[src/logic/panel_regs.svh]
// Constants of the keypad and panel controller: bus offsets, fields,
// reset values, key positions and timing counts.
// Assumes a 10 MHz system clock and 32-bit APB data.
`ifndef PANEL_REGS_SVH
`define PANEL_REGS_SVH

// Register byte offsets
`define CFG_OFFSET        12'h000
`define STATUS_OFFSET     12'h004
`define EDIT_OFFSET       12'h008

// Configuration fields
`define CFG_MULTI_LSB     0
`define CFG_MULTI_MSB     2
`define CFG_SCOPE_BIT     3
`define CFG_QV_LSB        4
`define CFG_QV_MSB        5
`define MULTI_RESET       3'h0
`define SCOPE_RESET       1'h1
`define QV_RESET          2'h0

// Key positions in the key vector
`define KEY_PROG          0
`define KEY_ENTER         1
`define KEY_UP            2
`define KEY_DOWN          3
`define KEY_SHIFT         4
`define KEY_RUN           5
`define KEY_STOP          6
`define KEY_MULTI         7
`define KEY_QUICK         8
`define NUM_KEYS          9

// Timing
`define CLK_HZ            10000000
`define DEBOUNCE_MS       10
`define SLOW_BLINK_HZ     1
`define FAST_BLINK_HZ     4
`define DEBOUNCE_CYCLES   (`CLK_HZ / 1000 * `DEBOUNCE_MS)
`define SLOW_HALF_CYCLES  (`CLK_HZ / (2 * `SLOW_BLINK_HZ))
`define FAST_HALF_CYCLES  (`CLK_HZ / (2 * `FAST_BLINK_HZ))

// Monitor quantities and menu sizes
`define NUM_MONITOR       6
`define NUM_GROUPS        16
`define NUM_PARAMS        100
`define NUM_DIGITS        4

`endif

[src/logic/panel_pkg.sv]
// Types of the keypad and panel controller.
// Assumes panel_regs.svh for all numeric constants.
package panel_pkg;

  typedef enum logic [3:0] {
    ST_MONITOR = 4'h1,
    ST_GROUP   = 4'h2,
    ST_PARAM   = 4'h4,
    ST_VALUE   = 4'h8
  } menu_state_t;

  typedef enum logic [1:0] {
    SRC_KEYPAD   = 2'h0,
    SRC_TERMINAL = 2'h1,
    SRC_COMM     = 2'h2
  } cmd_source_t;

  typedef enum logic [1:0] {
    MODE_BASE     = 2'h0,
    MODE_USER_DEF = 2'h1,
    MODE_USER_MOD = 2'h2
  } menu_mode_t;

  typedef enum logic [4:0] {
    GL_HEX0 = 5'h00, GL_L = 5'h10, GL_N = 5'h11, GL_P = 5'h12,
    GL_R    = 5'h13, GL_T = 5'h14, GL_U = 5'h15, GL_U_SMALL = 5'h16,
    GL_BLANK = 5'h17, GL_S = 5'h18
  } glyph_t;

endpackage : panel_pkg

[src/logic/key_debounce.sv]
// One key input: two-stage synchroniser, debounce counter, press pulse.
// Assumes an active-high raw key from a pin, asynchronous to ref_clk.
`timescale 1ns/1ps
module key_debounce #(
  parameter int STABLE_CYCLES = 100000
) (
  input  wire logic ref_clk,
  input  wire logic nrst,
  input  wire logic key_raw,
  output logic      press_evt
);
  logic        sync1_reg;
  logic        sync2_reg;
  logic        stable_reg;
  logic [31:0] cnt_reg;

  // Synchroniser
  always_ff @(posedge ref_clk)
  begin
    if (!nrst)
    begin
      sync1_reg <= 1'b0;
      sync2_reg <= 1'b0;
    end
    else
    begin
      sync1_reg <= key_raw;
      sync2_reg <= sync1_reg;
    end
  end

  // Level must hold for the full window before it is accepted
  always_ff @(posedge ref_clk)
  begin
    if (!nrst)
    begin
      cnt_reg    <= 32'h0;
      stable_reg <= 1'b0;
      press_evt  <= 1'b0;
    end
    else
    begin
      press_evt <= 1'b0;
      if (sync2_reg == stable_reg)
        cnt_reg <= 32'h0;
      else if (cnt_reg >= 32'(STABLE_CYCLES - 1))
      begin
        cnt_reg    <= 32'h0;
        stable_reg <= sync2_reg;
        press_evt  <= sync2_reg;
      end
      else
        cnt_reg <= cnt_reg + 32'h1;
    end
  end
endmodule : key_debounce

[src/logic/glyph_encoder.sv]
// Character generator: glyph code to seven segments, bit order gfedcba.
// Assumes active-high segments; purely combinational.
`timescale 1ns/1ps
module glyph_encoder (
  input  wire logic [4:0] glyph,
  output logic      [6:0] seg
);
  // Digits, A-F, then letters; 5 and S share one glyph
  always_comb
  begin
    unique case (glyph)
      5'h00: seg = 7'h3F;
      5'h01: seg = 7'h06;
      5'h02: seg = 7'h5B;
      5'h03: seg = 7'h4F;
      5'h04: seg = 7'h66;
      5'h05: seg = 7'h6D;
      5'h06: seg = 7'h7D;
      5'h07: seg = 7'h07;
      5'h08: seg = 7'h7F;
      5'h09: seg = 7'h6F;
      5'h0A: seg = 7'h77;
      5'h0B: seg = 7'h7C;
      5'h0C: seg = 7'h39;
      5'h0D: seg = 7'h5E;
      5'h0E: seg = 7'h79;
      5'h0F: seg = 7'h71;
      5'h10: seg = 7'h38;
      5'h11: seg = 7'h37;
      5'h12: seg = 7'h73;
      5'h13: seg = 7'h31;
      5'h14: seg = 7'h78;
      5'h15: seg = 7'h3E;
      5'h16: seg = 7'h1C;
      5'h18: seg = 7'h6D;
      default: seg = 7'h00;
    endcase
  end
endmodule : glyph_encoder

[src/logic/keypad_menu_panel_control.sv]
// Keypad, menu, LED and display control of the drive operating panel.
// Assumes raw keys from pins, drive status from core logic on ref_clk,
// and an APB master for the configuration registers.
// Notes on behaviour
// program key enters/leaves group level, steps back from deeper levels.
// confirm key descends a level and accepts the shown setting.
// increment moves up, raises edited value, raises speed when running.
// decrement moves down, lowers edited value, lowers speed when running.
// shift cycles monitored quantity, or moves the edited digit.
// run key starts the drive only under keypad command source.
// stop key stops or clears fault; scope 0 keypad only, 1 always.
// multi key: off, to keypad, toggle direction, forward jog, reverse jog.
// quick key cycles menu modes allowed by two-bit display select.
// run LED dark when stopped, lit when running.
// source LED dark keypad, steady terminal, blinking communication.
// direction LED lit forward, dark reverse.
// tune LED steady torque, 1 Hz blink tuning, 4 Hz blink fault.
// three unit LEDs singly or paired show unit of shown quantity.
// five digits show reference, output frequency, monitor or fault code.
// glyphs cover 0-9 and A B C D E F L N P R T U u; 5 equals S.
// menu has group, parameter and value levels.
// confirm at value level stores, returns, selects next parameter.
// program key at value level discards and keeps parameter.
// read-only parameters show no blinking digit and refuse changes.
// stop-only parameters refuse edits while running.
// each key press is debounced into one single-cycle event.
`timescale 1ns/1ps
`include "panel_regs.svh"
module keypad_menu_panel_control #(
  parameter int DEBOUNCE_CYCLES  = `DEBOUNCE_CYCLES,
  parameter int SLOW_HALF_CYCLES = `SLOW_HALF_CYCLES,
  parameter int FAST_HALF_CYCLES = `FAST_HALF_CYCLES,
  parameter int NUM_GROUPS       = `NUM_GROUPS,
  parameter int NUM_PARAMS       = `NUM_PARAMS
) (
  input  wire logic        ref_clk,
  input  wire logic        nrst,
  input  wire logic [8:0]  key_raw,
  input  wire logic        drive_running,
  input  wire logic        drive_fault,
  input  wire logic        drive_forward,
  input  wire logic [1:0]  cmd_source,
  input  wire logic        torque_mode,
  input  wire logic        autotuning,
  input  wire logic        param_read_only,
  input  wire logic        param_stop_only,
  input  wire logic [15:0] param_value,
  input  wire logic [15:0] monitor_value,
  input  wire logic [7:0]  fault_code,
  input  wire logic [11:0] paddr,
  input  wire logic        psel,
  input  wire logic        penable,
  input  wire logic        pwrite,
  input  wire logic [31:0] pwdata,
  output logic      [31:0] prdata,
  output logic             pready,
  output logic             pslverr,
  output logic             start_req,
  output logic             stop_req,
  output logic             fault_clear_req,
  output logic             speed_up_req,
  output logic             speed_down_req,
  output logic             src_to_keypad_req,
  output logic             dir_toggle_req,
  output logic             jog_fwd_req,
  output logic             jog_rev_req,
  output logic             param_write_req,
  output logic      [15:0] param_wdata,
  output logic      [3:0]  param_group,
  output logic      [7:0]  param_index,
  output logic      [2:0]  monitor_sel,
  output logic      [1:0]  menu_mode,
  output logic             run_led,
  output logic             command_source_led,
  output logic             direction_led,
  output logic             tune_torque_led,
  output logic      [2:0]  unit_led,
  output logic      [34:0] seg_out
);
  logic [8:0]             key_evt;
  logic [2:0]             multi_action_select;
  logic                   stop_key_scope;
  logic [1:0]             quickview_display_select;
  panel_pkg::menu_state_t state_reg;
  logic [15:0]            edit_reg;
  logic [1:0]             digit_reg;
  logic [31:0]            slow_cnt_reg;
  logic [31:0]            fast_cnt_reg;
  logic                   slow_phase_reg;
  logic                   fast_phase_reg;
  logic                   editable;
  logic                   keypad_src;
  logic [4:0]             glyph [5];
  logic [6:0]             seg_next [5];
  // One debouncer per key
  for (genvar k = 0; k < `NUM_KEYS; k++)
  begin : g_key
    key_debounce #(.STABLE_CYCLES (DEBOUNCE_CYCLES)) u_deb (
      .ref_clk   (ref_clk),
      .nrst      (nrst),
      .key_raw   (key_raw[k]),
      .press_evt (key_evt[k])
    );
  end
  // Source decode; protected parameters cannot be changed
  assign keypad_src = (cmd_source == panel_pkg::SRC_KEYPAD);
  assign editable = !param_read_only && !(param_stop_only && drive_running);
  // APB slave, one wait state per access
  always_ff @(posedge ref_clk)
  begin
    if (!nrst)
    begin
      {pready, pslverr, prdata} <= '0;
      {multi_action_select, stop_key_scope, quickview_display_select}
        <= {`MULTI_RESET, `SCOPE_RESET, `QV_RESET};
    end
    else
    begin
      pready  <= psel && penable && !pready;
      pslverr <= 1'b0;
      if (psel && penable && !pready)
      begin
        prdata <= 32'h0;
        unique case (paddr)
          `CFG_OFFSET:
            prdata <= {26'h0, quickview_display_select, stop_key_scope, multi_action_select};
          `STATUS_OFFSET:
            prdata <= {9'h0, monitor_sel, param_group, param_index, 2'h0, menu_mode, state_reg};
          `EDIT_OFFSET:
            prdata <= {14'h0, digit_reg, edit_reg};
          default: pslverr <= 1'b1;
        endcase
      end
      if (psel && penable && pready && pwrite && paddr == `CFG_OFFSET)
      begin
        multi_action_select      <= pwdata[`CFG_MULTI_MSB:`CFG_MULTI_LSB];
        stop_key_scope           <= pwdata[`CFG_SCOPE_BIT];
        quickview_display_select <= pwdata[`CFG_QV_MSB:`CFG_QV_LSB];
      end
    end
  end
  // Menu level state machine
  always_ff @(posedge ref_clk)
  begin
    if (!nrst)
    begin
      state_reg <= panel_pkg::ST_MONITOR;
      {param_group, param_index, edit_reg, digit_reg, param_write_req, param_wdata} <= '0;
    end
    else
    begin
      param_write_req <= 1'b0;
      unique case (state_reg)
        panel_pkg::ST_MONITOR:
          if (key_evt[`KEY_PROG])
            state_reg <= panel_pkg::ST_GROUP;
        panel_pkg::ST_GROUP:
        begin
          if (key_evt[`KEY_PROG])
            state_reg <= panel_pkg::ST_MONITOR;
          else if (key_evt[`KEY_ENTER])
          begin
            state_reg   <= panel_pkg::ST_PARAM;
            param_index <= 8'h0;
          end
          else if (key_evt[`KEY_UP])
            param_group <= (param_group == 4'(NUM_GROUPS - 1)) ? 4'h0 : param_group + 4'h1;
          else if (key_evt[`KEY_DOWN])
            param_group <= (param_group == 4'h0) ? 4'(NUM_GROUPS - 1) : param_group - 4'h1;
        end
        panel_pkg::ST_PARAM:
        begin
          if (key_evt[`KEY_PROG])
            state_reg <= panel_pkg::ST_GROUP;
          else if (key_evt[`KEY_ENTER])
          begin
            state_reg <= panel_pkg::ST_VALUE;
            edit_reg  <= param_value;
            digit_reg <= 2'h0;
          end
          else if (key_evt[`KEY_UP])
            param_index <= (param_index == 8'(NUM_PARAMS - 1)) ? 8'h0 : param_index + 8'h1;
          else if (key_evt[`KEY_DOWN])
            param_index <= (param_index == 8'h0) ? 8'(NUM_PARAMS - 1) : param_index - 8'h1;
        end
        panel_pkg::ST_VALUE:
        begin
          if (key_evt[`KEY_PROG])
            state_reg <= panel_pkg::ST_PARAM;
          else if (key_evt[`KEY_ENTER])
          begin
            state_reg       <= panel_pkg::ST_PARAM;
            param_write_req <= editable;
            param_wdata     <= edit_reg;
            param_index <= (param_index == 8'(NUM_PARAMS - 1)) ? 8'h0 : param_index + 8'h1;
          end
          else if (key_evt[`KEY_UP] && editable)
            edit_reg <= edit_reg + (16'h1 << {digit_reg, 2'b00});
          else if (key_evt[`KEY_DOWN] && editable)
            edit_reg <= edit_reg - (16'h1 << {digit_reg, 2'b00});
          else if (key_evt[`KEY_SHIFT] && editable)
            digit_reg <= digit_reg + 2'h1;
        end
        default: state_reg <= panel_pkg::ST_MONITOR;
      endcase
    end
  end
  // Monitor selection and quick-view menu mode
  always_ff @(posedge ref_clk)
  begin
    if (!nrst)
      {monitor_sel, menu_mode} <= '0;
    else
    begin
      if (key_evt[`KEY_SHIFT] && state_reg == panel_pkg::ST_MONITOR)
        monitor_sel <= (monitor_sel == 3'(`NUM_MONITOR - 1)) ? 3'h0 : monitor_sel + 3'h1;
      if (key_evt[`KEY_QUICK])
      begin
        unique case (menu_mode)
          panel_pkg::MODE_BASE:
            menu_mode <= quickview_display_select[0] ? panel_pkg::MODE_USER_DEF
                       : quickview_display_select[1] ? panel_pkg::MODE_USER_MOD
                       : panel_pkg::MODE_BASE;
          panel_pkg::MODE_USER_DEF:
            menu_mode <= quickview_display_select[1] ? panel_pkg::MODE_USER_MOD
                       : panel_pkg::MODE_BASE;
          default: menu_mode <= panel_pkg::MODE_BASE;
        endcase
      end
    end
  end
  // Drive commands from the keys
  always_ff @(posedge ref_clk)
  begin
    if (!nrst)
    begin
      {start_req, stop_req, fault_clear_req, speed_up_req, speed_down_req} <= '0;
      {src_to_keypad_req, dir_toggle_req, jog_fwd_req, jog_rev_req} <= '0;
    end
    else
    begin
      start_req <= key_evt[`KEY_RUN] && keypad_src;
      stop_req <= key_evt[`KEY_STOP] && (stop_key_scope || keypad_src) && drive_running;
      fault_clear_req <= key_evt[`KEY_STOP] && (stop_key_scope || keypad_src) && drive_fault;
      speed_up_req    <= key_evt[`KEY_UP] && drive_running
                         && state_reg == panel_pkg::ST_MONITOR;
      speed_down_req  <= key_evt[`KEY_DOWN] && drive_running
                         && state_reg == panel_pkg::ST_MONITOR;
      src_to_keypad_req <= key_evt[`KEY_MULTI] && multi_action_select == 3'h1 && !keypad_src;
      dir_toggle_req  <= key_evt[`KEY_MULTI] && multi_action_select == 3'h2;
      jog_fwd_req     <= key_evt[`KEY_MULTI] && multi_action_select == 3'h3;
      jog_rev_req     <= key_evt[`KEY_MULTI] && multi_action_select == 3'h4;
    end
  end
  // Blink timebases; each phase flips as its counter wraps
  always_ff @(posedge ref_clk)
  begin
    if (!nrst)
      {slow_cnt_reg, fast_cnt_reg, slow_phase_reg, fast_phase_reg} <= '0;
    else
    begin
      slow_cnt_reg <= (slow_cnt_reg >= 32'(SLOW_HALF_CYCLES - 1)) ? 32'h0 : slow_cnt_reg + 32'h1;
      fast_cnt_reg <= (fast_cnt_reg >= 32'(FAST_HALF_CYCLES - 1)) ? 32'h0 : fast_cnt_reg + 32'h1;
      slow_phase_reg <= slow_phase_reg ^ (slow_cnt_reg >= 32'(SLOW_HALF_CYCLES - 1));
      fast_phase_reg <= fast_phase_reg ^ (fast_cnt_reg >= 32'(FAST_HALF_CYCLES - 1));
    end
  end
  // Status and unit LEDs; unit order is Hz, A, V
  always_ff @(posedge ref_clk)
  begin
    if (!nrst)
      {run_led, command_source_led, direction_led, tune_torque_led, unit_led} <= '0;
    else
    begin
      run_led            <= drive_running;
      command_source_led <= (cmd_source == panel_pkg::SRC_TERMINAL)
                         || (cmd_source == panel_pkg::SRC_COMM && slow_phase_reg);
      direction_led      <= drive_forward;
      if (drive_fault)
        tune_torque_led <= fast_phase_reg;
      else if (autotuning)
        tune_torque_led <= slow_phase_reg;
      else
        tune_torque_led <= torque_mode;
      if (state_reg != panel_pkg::ST_MONITOR || drive_fault)
        unit_led <= 3'h0;
      else
      begin
        unique case (monitor_sel)
          3'h0, 3'h1: unit_led <= 3'h4;
          3'h2:       unit_led <= 3'h2;
          3'h3:       unit_led <= 3'h1;
          3'h4:       unit_led <= 3'h6;
          default:    unit_led <= 3'h3;
        endcase
      end
    end
  end
  // Glyph selection for the five digits, leftmost is index 4
  always_comb
  begin
    glyph = '{default: panel_pkg::GL_BLANK};
    if (drive_fault && state_reg == panel_pkg::ST_MONITOR)
    begin
      glyph[4] = 5'h0E;
      glyph[1] = {1'b0, fault_code[7:4]};
      glyph[0] = {1'b0, fault_code[3:0]};
    end
    else
    begin
      unique case (state_reg)
        panel_pkg::ST_MONITOR:
          for (int i = 0; i < `NUM_DIGITS; i++)
            glyph[i] = {1'b0, monitor_value[4*i +: 4]};
        panel_pkg::ST_GROUP:
        begin
          glyph[4] = 5'h0F;
          glyph[3] = {1'b0, param_group};
        end
        panel_pkg::ST_PARAM:
        begin
          glyph[4] = 5'h0F;
          glyph[3] = {1'b0, param_group};
          glyph[1] = {1'b0, param_index[7:4]};
          glyph[0] = {1'b0, param_index[3:0]};
        end
        default:
        begin
          for (int i = 0; i < `NUM_DIGITS; i++)
            glyph[i] = {1'b0, edit_reg[4*i +: 4]};
          if (editable && slow_phase_reg)
            glyph[digit_reg] = panel_pkg::GL_BLANK;
        end
      endcase
    end
  end
  // Segment encoders, one per digit
  for (genvar d = 0; d < 5; d++)
  begin : g_digit
    glyph_encoder u_enc (.glyph (glyph[d]), .seg (seg_next[d]));
  end
  // Registered segment outputs
  always_ff @(posedge ref_clk)
  begin
    if (!nrst)
      seg_out <= 35'h0;
    else
      seg_out <= {seg_next[4], seg_next[3], seg_next[2], seg_next[1], seg_next[0]};
  end
endmodule : keypad_menu_panel_control

[config.mk]
export PLATFORM = sky130hd
export DESIGN_NAME = keypad_menu_panel_control
export DESIGN_NICKNAME = d
export VERILOG_FILES = /design/src/logic/panel_pkg.sv /design/src/logic/key_debounce.sv /design/src/logic/glyph_encoder.sv /design/src/logic/keypad_menu_panel_control.sv
export VERILOG_INCLUDE_DIRS = /design/src /design/src/logic
export SDC_FILE = /design/constraint.sdc
export NUM_CORES = 1
export LEC_CHECK = 0
export ABC_AREA = 1
export BUFFER_PORTS_ARGS = -buffer_cell sky130_fd_sc_hd__clkbuf_2
export CAP_MARGIN = 10
export CORE_MARGIN = 4
export CORE_UTILIZATION = 45
export DETAILED_ROUTE_END_ITERATION = 7
export HOLD_SLACK_MARGIN = 0.02
export PLACE_DENSITY_LB_ADDON = 0.1
export SYNTH_ARGS = -nofsm -noshare
export SYNTH_HDL_FRONTEND = slang
export SYNTH_SLANG_ARGS = --single-unit
[constraint.sdc]
create_clock -name ref_clk -period 3.25 [get_ports ref_clk]
set_input_delay 0.65 -clock ref_clk [delete_from_list [all_inputs] [get_ports ref_clk]]
set_output_delay 0.65 -clock ref_clk [all_outputs]
set_load 0.05 [all_outputs]
Yosys cells after proc, flatten, opt, wreduce, memory -nomap -nowiden. Memory sizes are Yosys's and may differ from the RTL's. A register that Yosys moved wholly into a read port is not among the register bits. Index checks and enable logic that the tools add are counted.

Bits in registers: 502. Memory bits (read-only): 1120. Input bits: 107. Output and inout bits: 119. Memories: 5.

Memory list: (no name shown) (depth 32, width 7, read ports 1, clocked after Yosys merged registers in 1, wr ports 0, RTL line glyph_encoder.sv:11) `unique case (glyph)`; (no name shown) (depth 32, width 7, read ports 1, clocked after Yosys merged registers in 1, wr ports 0, RTL line glyph_encoder.sv:11); (no name shown) (depth 32, width 7, read ports 1, clocked after Yosys merged registers in 1, wr ports 0, RTL line glyph_encoder.sv:11); (no name shown) (depth 32, width 7, read ports 1, clocked after Yosys merged registers in 1, wr ports 0, RTL line glyph_encoder.sv:11); (no name shown) (depth 32, width 7, read ports 1, clocked after Yosys merged registers in 1, wr ports 0, RTL line glyph_encoder.sv:11).

Add/subtract/negate cells: 19. Order comparisons: 13. Equality and inequality tests: 45. Shift operators: 1. Multiplexer cells: 56. Bitwise logic cells: 28. Reductions and logical operators: 90.

Operators with widths (count): 32-bit by 1-bit adder with 32-bit output (second input constant) (11); 32-bit by 17-bit greater-or-equal comparator with 1-bit output (second input constant) (9); 16-bit 2-to-1 mux (6); 8-bit 2-to-1 mux (10); 23-bit case mux with 3 select lines (1); 3-bit OR reduction (19); 4-bit 2-to-1 mux (10); 32-bit by 21-bit greater-or-equal comparator with 1-bit output (second input constant) (1); 32-bit by 23-bit greater-or-equal comparator with 1-bit output (second input constant) (1); 16-bit case mux with 2 select lines (1); 10-bit case mux with 3 select lines (1); 5-bit case mux with 2 select lines (3); 1-bit logical AND (28); 25-bit 2-to-1 mux (1); 8-bit case mux with 3 select lines (1); 1-bit inverter (22); 2-bit AND reduction (11); 10-bit 2-to-1 mux (2); 19-bit by 20-bit bitwise OR with 20-bit output (1); 2-bit 2-to-1 mux (9); 16-bit adder (1); 2-bit != test (second input constant) (8); 4-bit case mux with 4 select lines (1); 8-bit AND reduction (2); other kinds (51) (92).

Longest topological paths before layout.
Depth in word-level cells: 10. Gate-level depth with buffers: 19. Mapped depth without buffers: 19.

Hierarchy. Synthesis repeated with hierarchy kept, for this count alone.

Cells, all modules: 3146. Area, all modules: 24552.3 µm².

Modules (own cells, without submodules): key_debounce (times used 9, cells each 146, area an instance 1373.8 µm²); keypad_menu_panel_control (times used 1, cells each 1406, area an instance 9984.6 µm²); glyph_encoder (g_digit[1].u_enc ...) (times used 3, cells each 86, area an instance 442.9 µm²); glyph_encoder (g_digit[4].u_enc) (times used 1, cells each 86, area an instance 439.2 µm²); glyph_encoder (g_digit[0].u_enc) (times used 1, cells each 82, area an instance 435.4 µm²).

Least setup slack after synthesis. Ideal clock, no wire load.

Path type: input port to flip-flop. Start point: input param_stop_only. End point: register seg_out[22]. Data arrival time: 2.375 ns. Slack: 0.747 ns. Stages on the path: 15. Path through: nand2_1 nand2_1 nor2_1 inv_1 nor2_1 inv_1 nand2_1 a21oi_1 inv_1 ha_1 nand2_1 nand2_1 nor2_1 nor3_1 nor2_1.

Cells in the longest elaborated chain, start to end: 7.

RTL lines: from (decl) (RTL line keypad_menu_panel_control.sv:46) `input wire logic param_stop_only,`; 1-bit logical AND (RTL line keypad_menu_panel_control.sv:107) `assign editable = !param_read_only && !(param_stop_only && drive_running);`; 1-bit zero test (RTL line keypad_menu_panel_control.sv:107); 1-bit logical AND (RTL line keypad_menu_panel_control.sv:107); 1-bit logical AND (RTL line keypad_menu_panel_control.sv:331) `if (editable && slow_phase_reg)`; 25-bit 2-to-1 mux (RTL line keypad_menu_panel_control.sv:331); 5-bit case mux with 2 select lines (RTL line keypad_menu_panel_control.sv:311) `unique case (state_reg)`; 10-bit 2-to-1 mux (RTL line keypad_menu_panel_control.sv:303) `if (drive_fault && state_reg == panel_pkg::ST_MONITOR)`; to (decl) (RTL line keypad_menu_panel_control.sv:78) `output logic [34:0] seg_out`.

No other way between the ends. A chain may end at the register's enable or synchronous reset.

Worst setup path after layout.
Start point: register digit_reg[1]. End point: register edit_reg[15].

Cells in the longest elaborated chain, start to end: 7. Elaborated cells on any way between the ends: 8.

RTL lines: from (decl) (RTL line keypad_menu_panel_control.sv:86) `logic [1:0] digit_reg;`; from (signal assigned) (RTL line keypad_menu_panel_control.sv:202) `digit_reg <= digit_reg + 2'h1;`; 1-bit by 4-bit << shifter with 16-bit output * (RTL line keypad_menu_panel_control.sv:198, keypad_menu_panel_control.sv:200); 16-bit subtractor (RTL line keypad_menu_panel_control.sv:200) `edit_reg <= edit_reg - (16'h1 << {digit_reg, 2'b00});`; 16-bit 2-to-1 mux (RTL line keypad_menu_panel_control.sv:199) `` else if (key_evt[`KEY_DOWN] && editable) ``; 16-bit 2-to-1 mux * (RTL line keypad_menu_panel_control.sv:197) `` else if (key_evt[`KEY_UP] && editable) ``; 16-bit 2-to-1 mux * (RTL line keypad_menu_panel_control.sv:190) `` else if (key_evt[`KEY_ENTER]) ``; 16-bit 2-to-1 mux * (RTL line keypad_menu_panel_control.sv:188) `` if (key_evt[`KEY_PROG]) ``; 16-bit case mux with 2 select lines * (RTL line keypad_menu_panel_control.sv:153) `unique case (state_reg)`; to (signal assigned) (RTL line keypad_menu_panel_control.sv:178) `edit_reg <= param_value;`; to (signal assigned) (RTL line keypad_menu_panel_control.sv:198) `edit_reg <= edit_reg + (16'h1 << {digit_reg, 2'b00});`; to (signal assigned) (RTL line keypad_menu_panel_control.sv:200); to (decl) (RTL line keypad_menu_panel_control.sv:85) `logic [15:0] edit_reg;`.

Mark *: on every way between the ends. The rest lies on a longest branch, timed or not. The select of a mux whose other input is x is not followed.

==> key figures <==
Run status
  – Status: finished, final reports clean

STA
  – Worst-Margin Slew: 0.713 ns
  – Fin crit period: 2.91 ns
  – Max Transition Viols Final: 0
  – RSZ-0062 raised after global routing: no
  – Final setup TNS: 0 ns
  – Fin Hold WS: 0.239 ns
  – Final Skew: 0.0207 ns
  – # setup viols final: 0
  – Final Hold Fails: 0
  – Max Clk Rate: ~0.34 GHz
  – Final period utilization: 89.6%
  – Final WS setup: 0.339 ns
  – Max-slew headroom: 52.3%

Global route
  – Vias in the first global route: about 18000
  – Initial antenna violation count: 0
  – Overall Global Routing Usage: between 20 and 25%
  – Gr ovfl total: 0
  – Largest net degree at the start of global routing: 48
  – First-pass GRT wire length: ~89 mm

Clock tree
  – Clk sinks: about 530
  – CTS resizes: 0
  – CTS tree: done
  – TritonCTS buffer count: 54
  – Clk slew on worst S/H paths: 0.06 ns
  – CTS root buf: clkbuf_16
  – Post-CTS setup buffers: 0
  – Worst-case clock buffer depth: 3
  – Worst-Skew Late Latency: approximately 0.60 ns
  – Cts hold-fix bufs: 0
  – H-Tree Depth: 2

Floorplanning
  – Full die area: 52500 um^2
  – Die H: 229 um
  – # rows: 80
  – Initial Utilization: 45.8%
  – Core area: 48000 um^2
  – Ports: roughly 230
  – Die Wd: 229 um

Critical path
  – Crit path capture type: flip-flop
  – Worst Setup SP: digit_reg[1]
  – Startpoint types: flip-flop
  – WP data arrival: ~3.4 ns
  – Worst R2R Setup Slack: about 0.34 ns
  – FF-to-FF Start: digit_reg[1]
  – R2r endpoint: edit_reg[15]
  – WP data required: 3.73 ns
  – CP Max Fanout: 7
  – Kind of critical path: flip-flop to flip-flop
  – Reg2Reg Depth: 18

Cells and area
  – Share of post-route cells with drive strength above 1: 11.7%
  – Diodes inserted: 0
  – Fin nets: 3379
  – Commonest cells after routing, fill and taps aside: nand2_1, dfxtp_1, nor2_1
  – Non-filler instance count after layout: 3865
  – Largest register FFs: 288
  – Area Overhead vs Synth: 18.2%
  – Fin area: 26000 um^2
  – Most common cell after layout, fill and taps aside: nand2_1
  – Final Core Density: a little over half

Routing
  – Total wire length: 54.8 mm
  – Vias: 19000
  – Routed WL per cell: ~14 um
  – Drt via density: ~5
  – DRT iter0 DRCs: 1122
  – ANT nets after route: 0
  – Pre-antenna DRT Iters: 7
  – DRC Markers: 0

Synth
  – Mapped Cells: 2854
  – Syn Std Cell Area: around 22000 um^2
  – Number of enable flip-flop cells after synthesis: 0
  – Synth Flop Type: dfxtp_1
  – Number of synthesized register bits: between 500 and 600
  – Sequential fraction of the synthesis area: 47.9%
  – Async S/R FF share, synth: 0%
  – Synth cell types: 71
  – Syn_area_per_cell: 7.71 um^2
  – Yosys warning count: 0

Place
  – Pre-CTS WS: 0.145 ns
  – I/O Buffers: 190
  – Cell Count Post-Placement: 3772
  – DP HPWL: 41.6 mm
  – Gpl congestion: 0.917
  – Placement Cell Area: 24200 um^2

Min path
  – WHS Path Cells: 3
  – Hold path endpoint: g_key[0].u_deb.sync1_reg
  – Hold Crit Class: input port to flip-flop
  – Hold path start: key_raw[0]

Pwr
  – PwrDens: 559 nW/um^2
  – VDD IR max: 0.370 mV
  – Leakage: 11.0 nW
  – Power, Total: 14.6 mW

Flow run
  – Max_cap viols: 0
[how the worst max path moves through the flow]
stage | slack, ns | cells after the start | end
after floorplan | 0.75 | 15 | seg_out[22]
after global placement | 0.20 | 16 | seg_out[22]
after detailed placement | 0.15 | 16 | seg_out[22]
after CTS | 0.33 | 19 | edit_reg[11]
after global routing | 0.06 | 19 | edit_reg[15]
final | 0.34 | 18 | edit_reg[15]
[worst max-delay path: stages (launching register included)]
cell and delay (ns):
dfxtp_1 0.33, inv_1 0.20, ha_1 0.36, inv_1 0.17, ha_1 0.30, nand2_1 0.06
o21ai_0 0.12, ha_1 0.37, nand4_1 0.11, nand2_1 0.11, nand3_1 0.08, nand2_1 0.06
inv_1 0.03, nand2_1 0.12, nand2_1 0.08, nand3_1 0.08, nand3_1 0.10, nand2_1 0.07
a21oi_1 0.05
[cell families after synthesis]
group           share of synthesized area [%]
compound gates                           11.6
xor+xnor                                 2.74
fa+ha+maj                                3.35
buf+inv                                  7.48
flops                                    47.9
other cells                            0.0170
simple gates                             26.8
[synth_stat cells (33+ instances only)]
library cell	instances	area [um^2]
a21oi_1	192	961
clkbuf_1	34	128
dfxtp_1	527	10600
ha_1	59	738
inv_1	317	1190
nand2_1	568	2130
nand3_1	156	781
nand4_1	33	206
nor2_1	367	1380
nor3_1	111	556
nor4_1	39	244
o21ai_0	104	521
xor2_1	50	438
[where the power goes]
group / switching, mW / leakage, nW / internal [mW]
logic: 0.996 / 5.76 / 0.383
registers: 0.0712 / 4.32 / 6.67
clock network: 2.54 / 0.917 / 3.91
[metal layers]
metal	global-route usage (%)	share of wire, %	vias up
li1	-	-	9859
met3	3.58	5.4	102
met5	0	0	-
met2	33.9	45	463
met1	26.6	45	8603
met4	8.29	3.8	0
[layout make-up]
cell class / count / area (um^2)
sequential: 527 / 10600
tap: 615 / 769
multi-input combinational: 2081 / 10400
inverter: 335 / 1260
clock inverter: 25 / 359
timing repair buffer: 214 / 1150
clock buffer: 68 / 1510
fill: 4595 / 22000
Power figures use the tool's default switching activity.
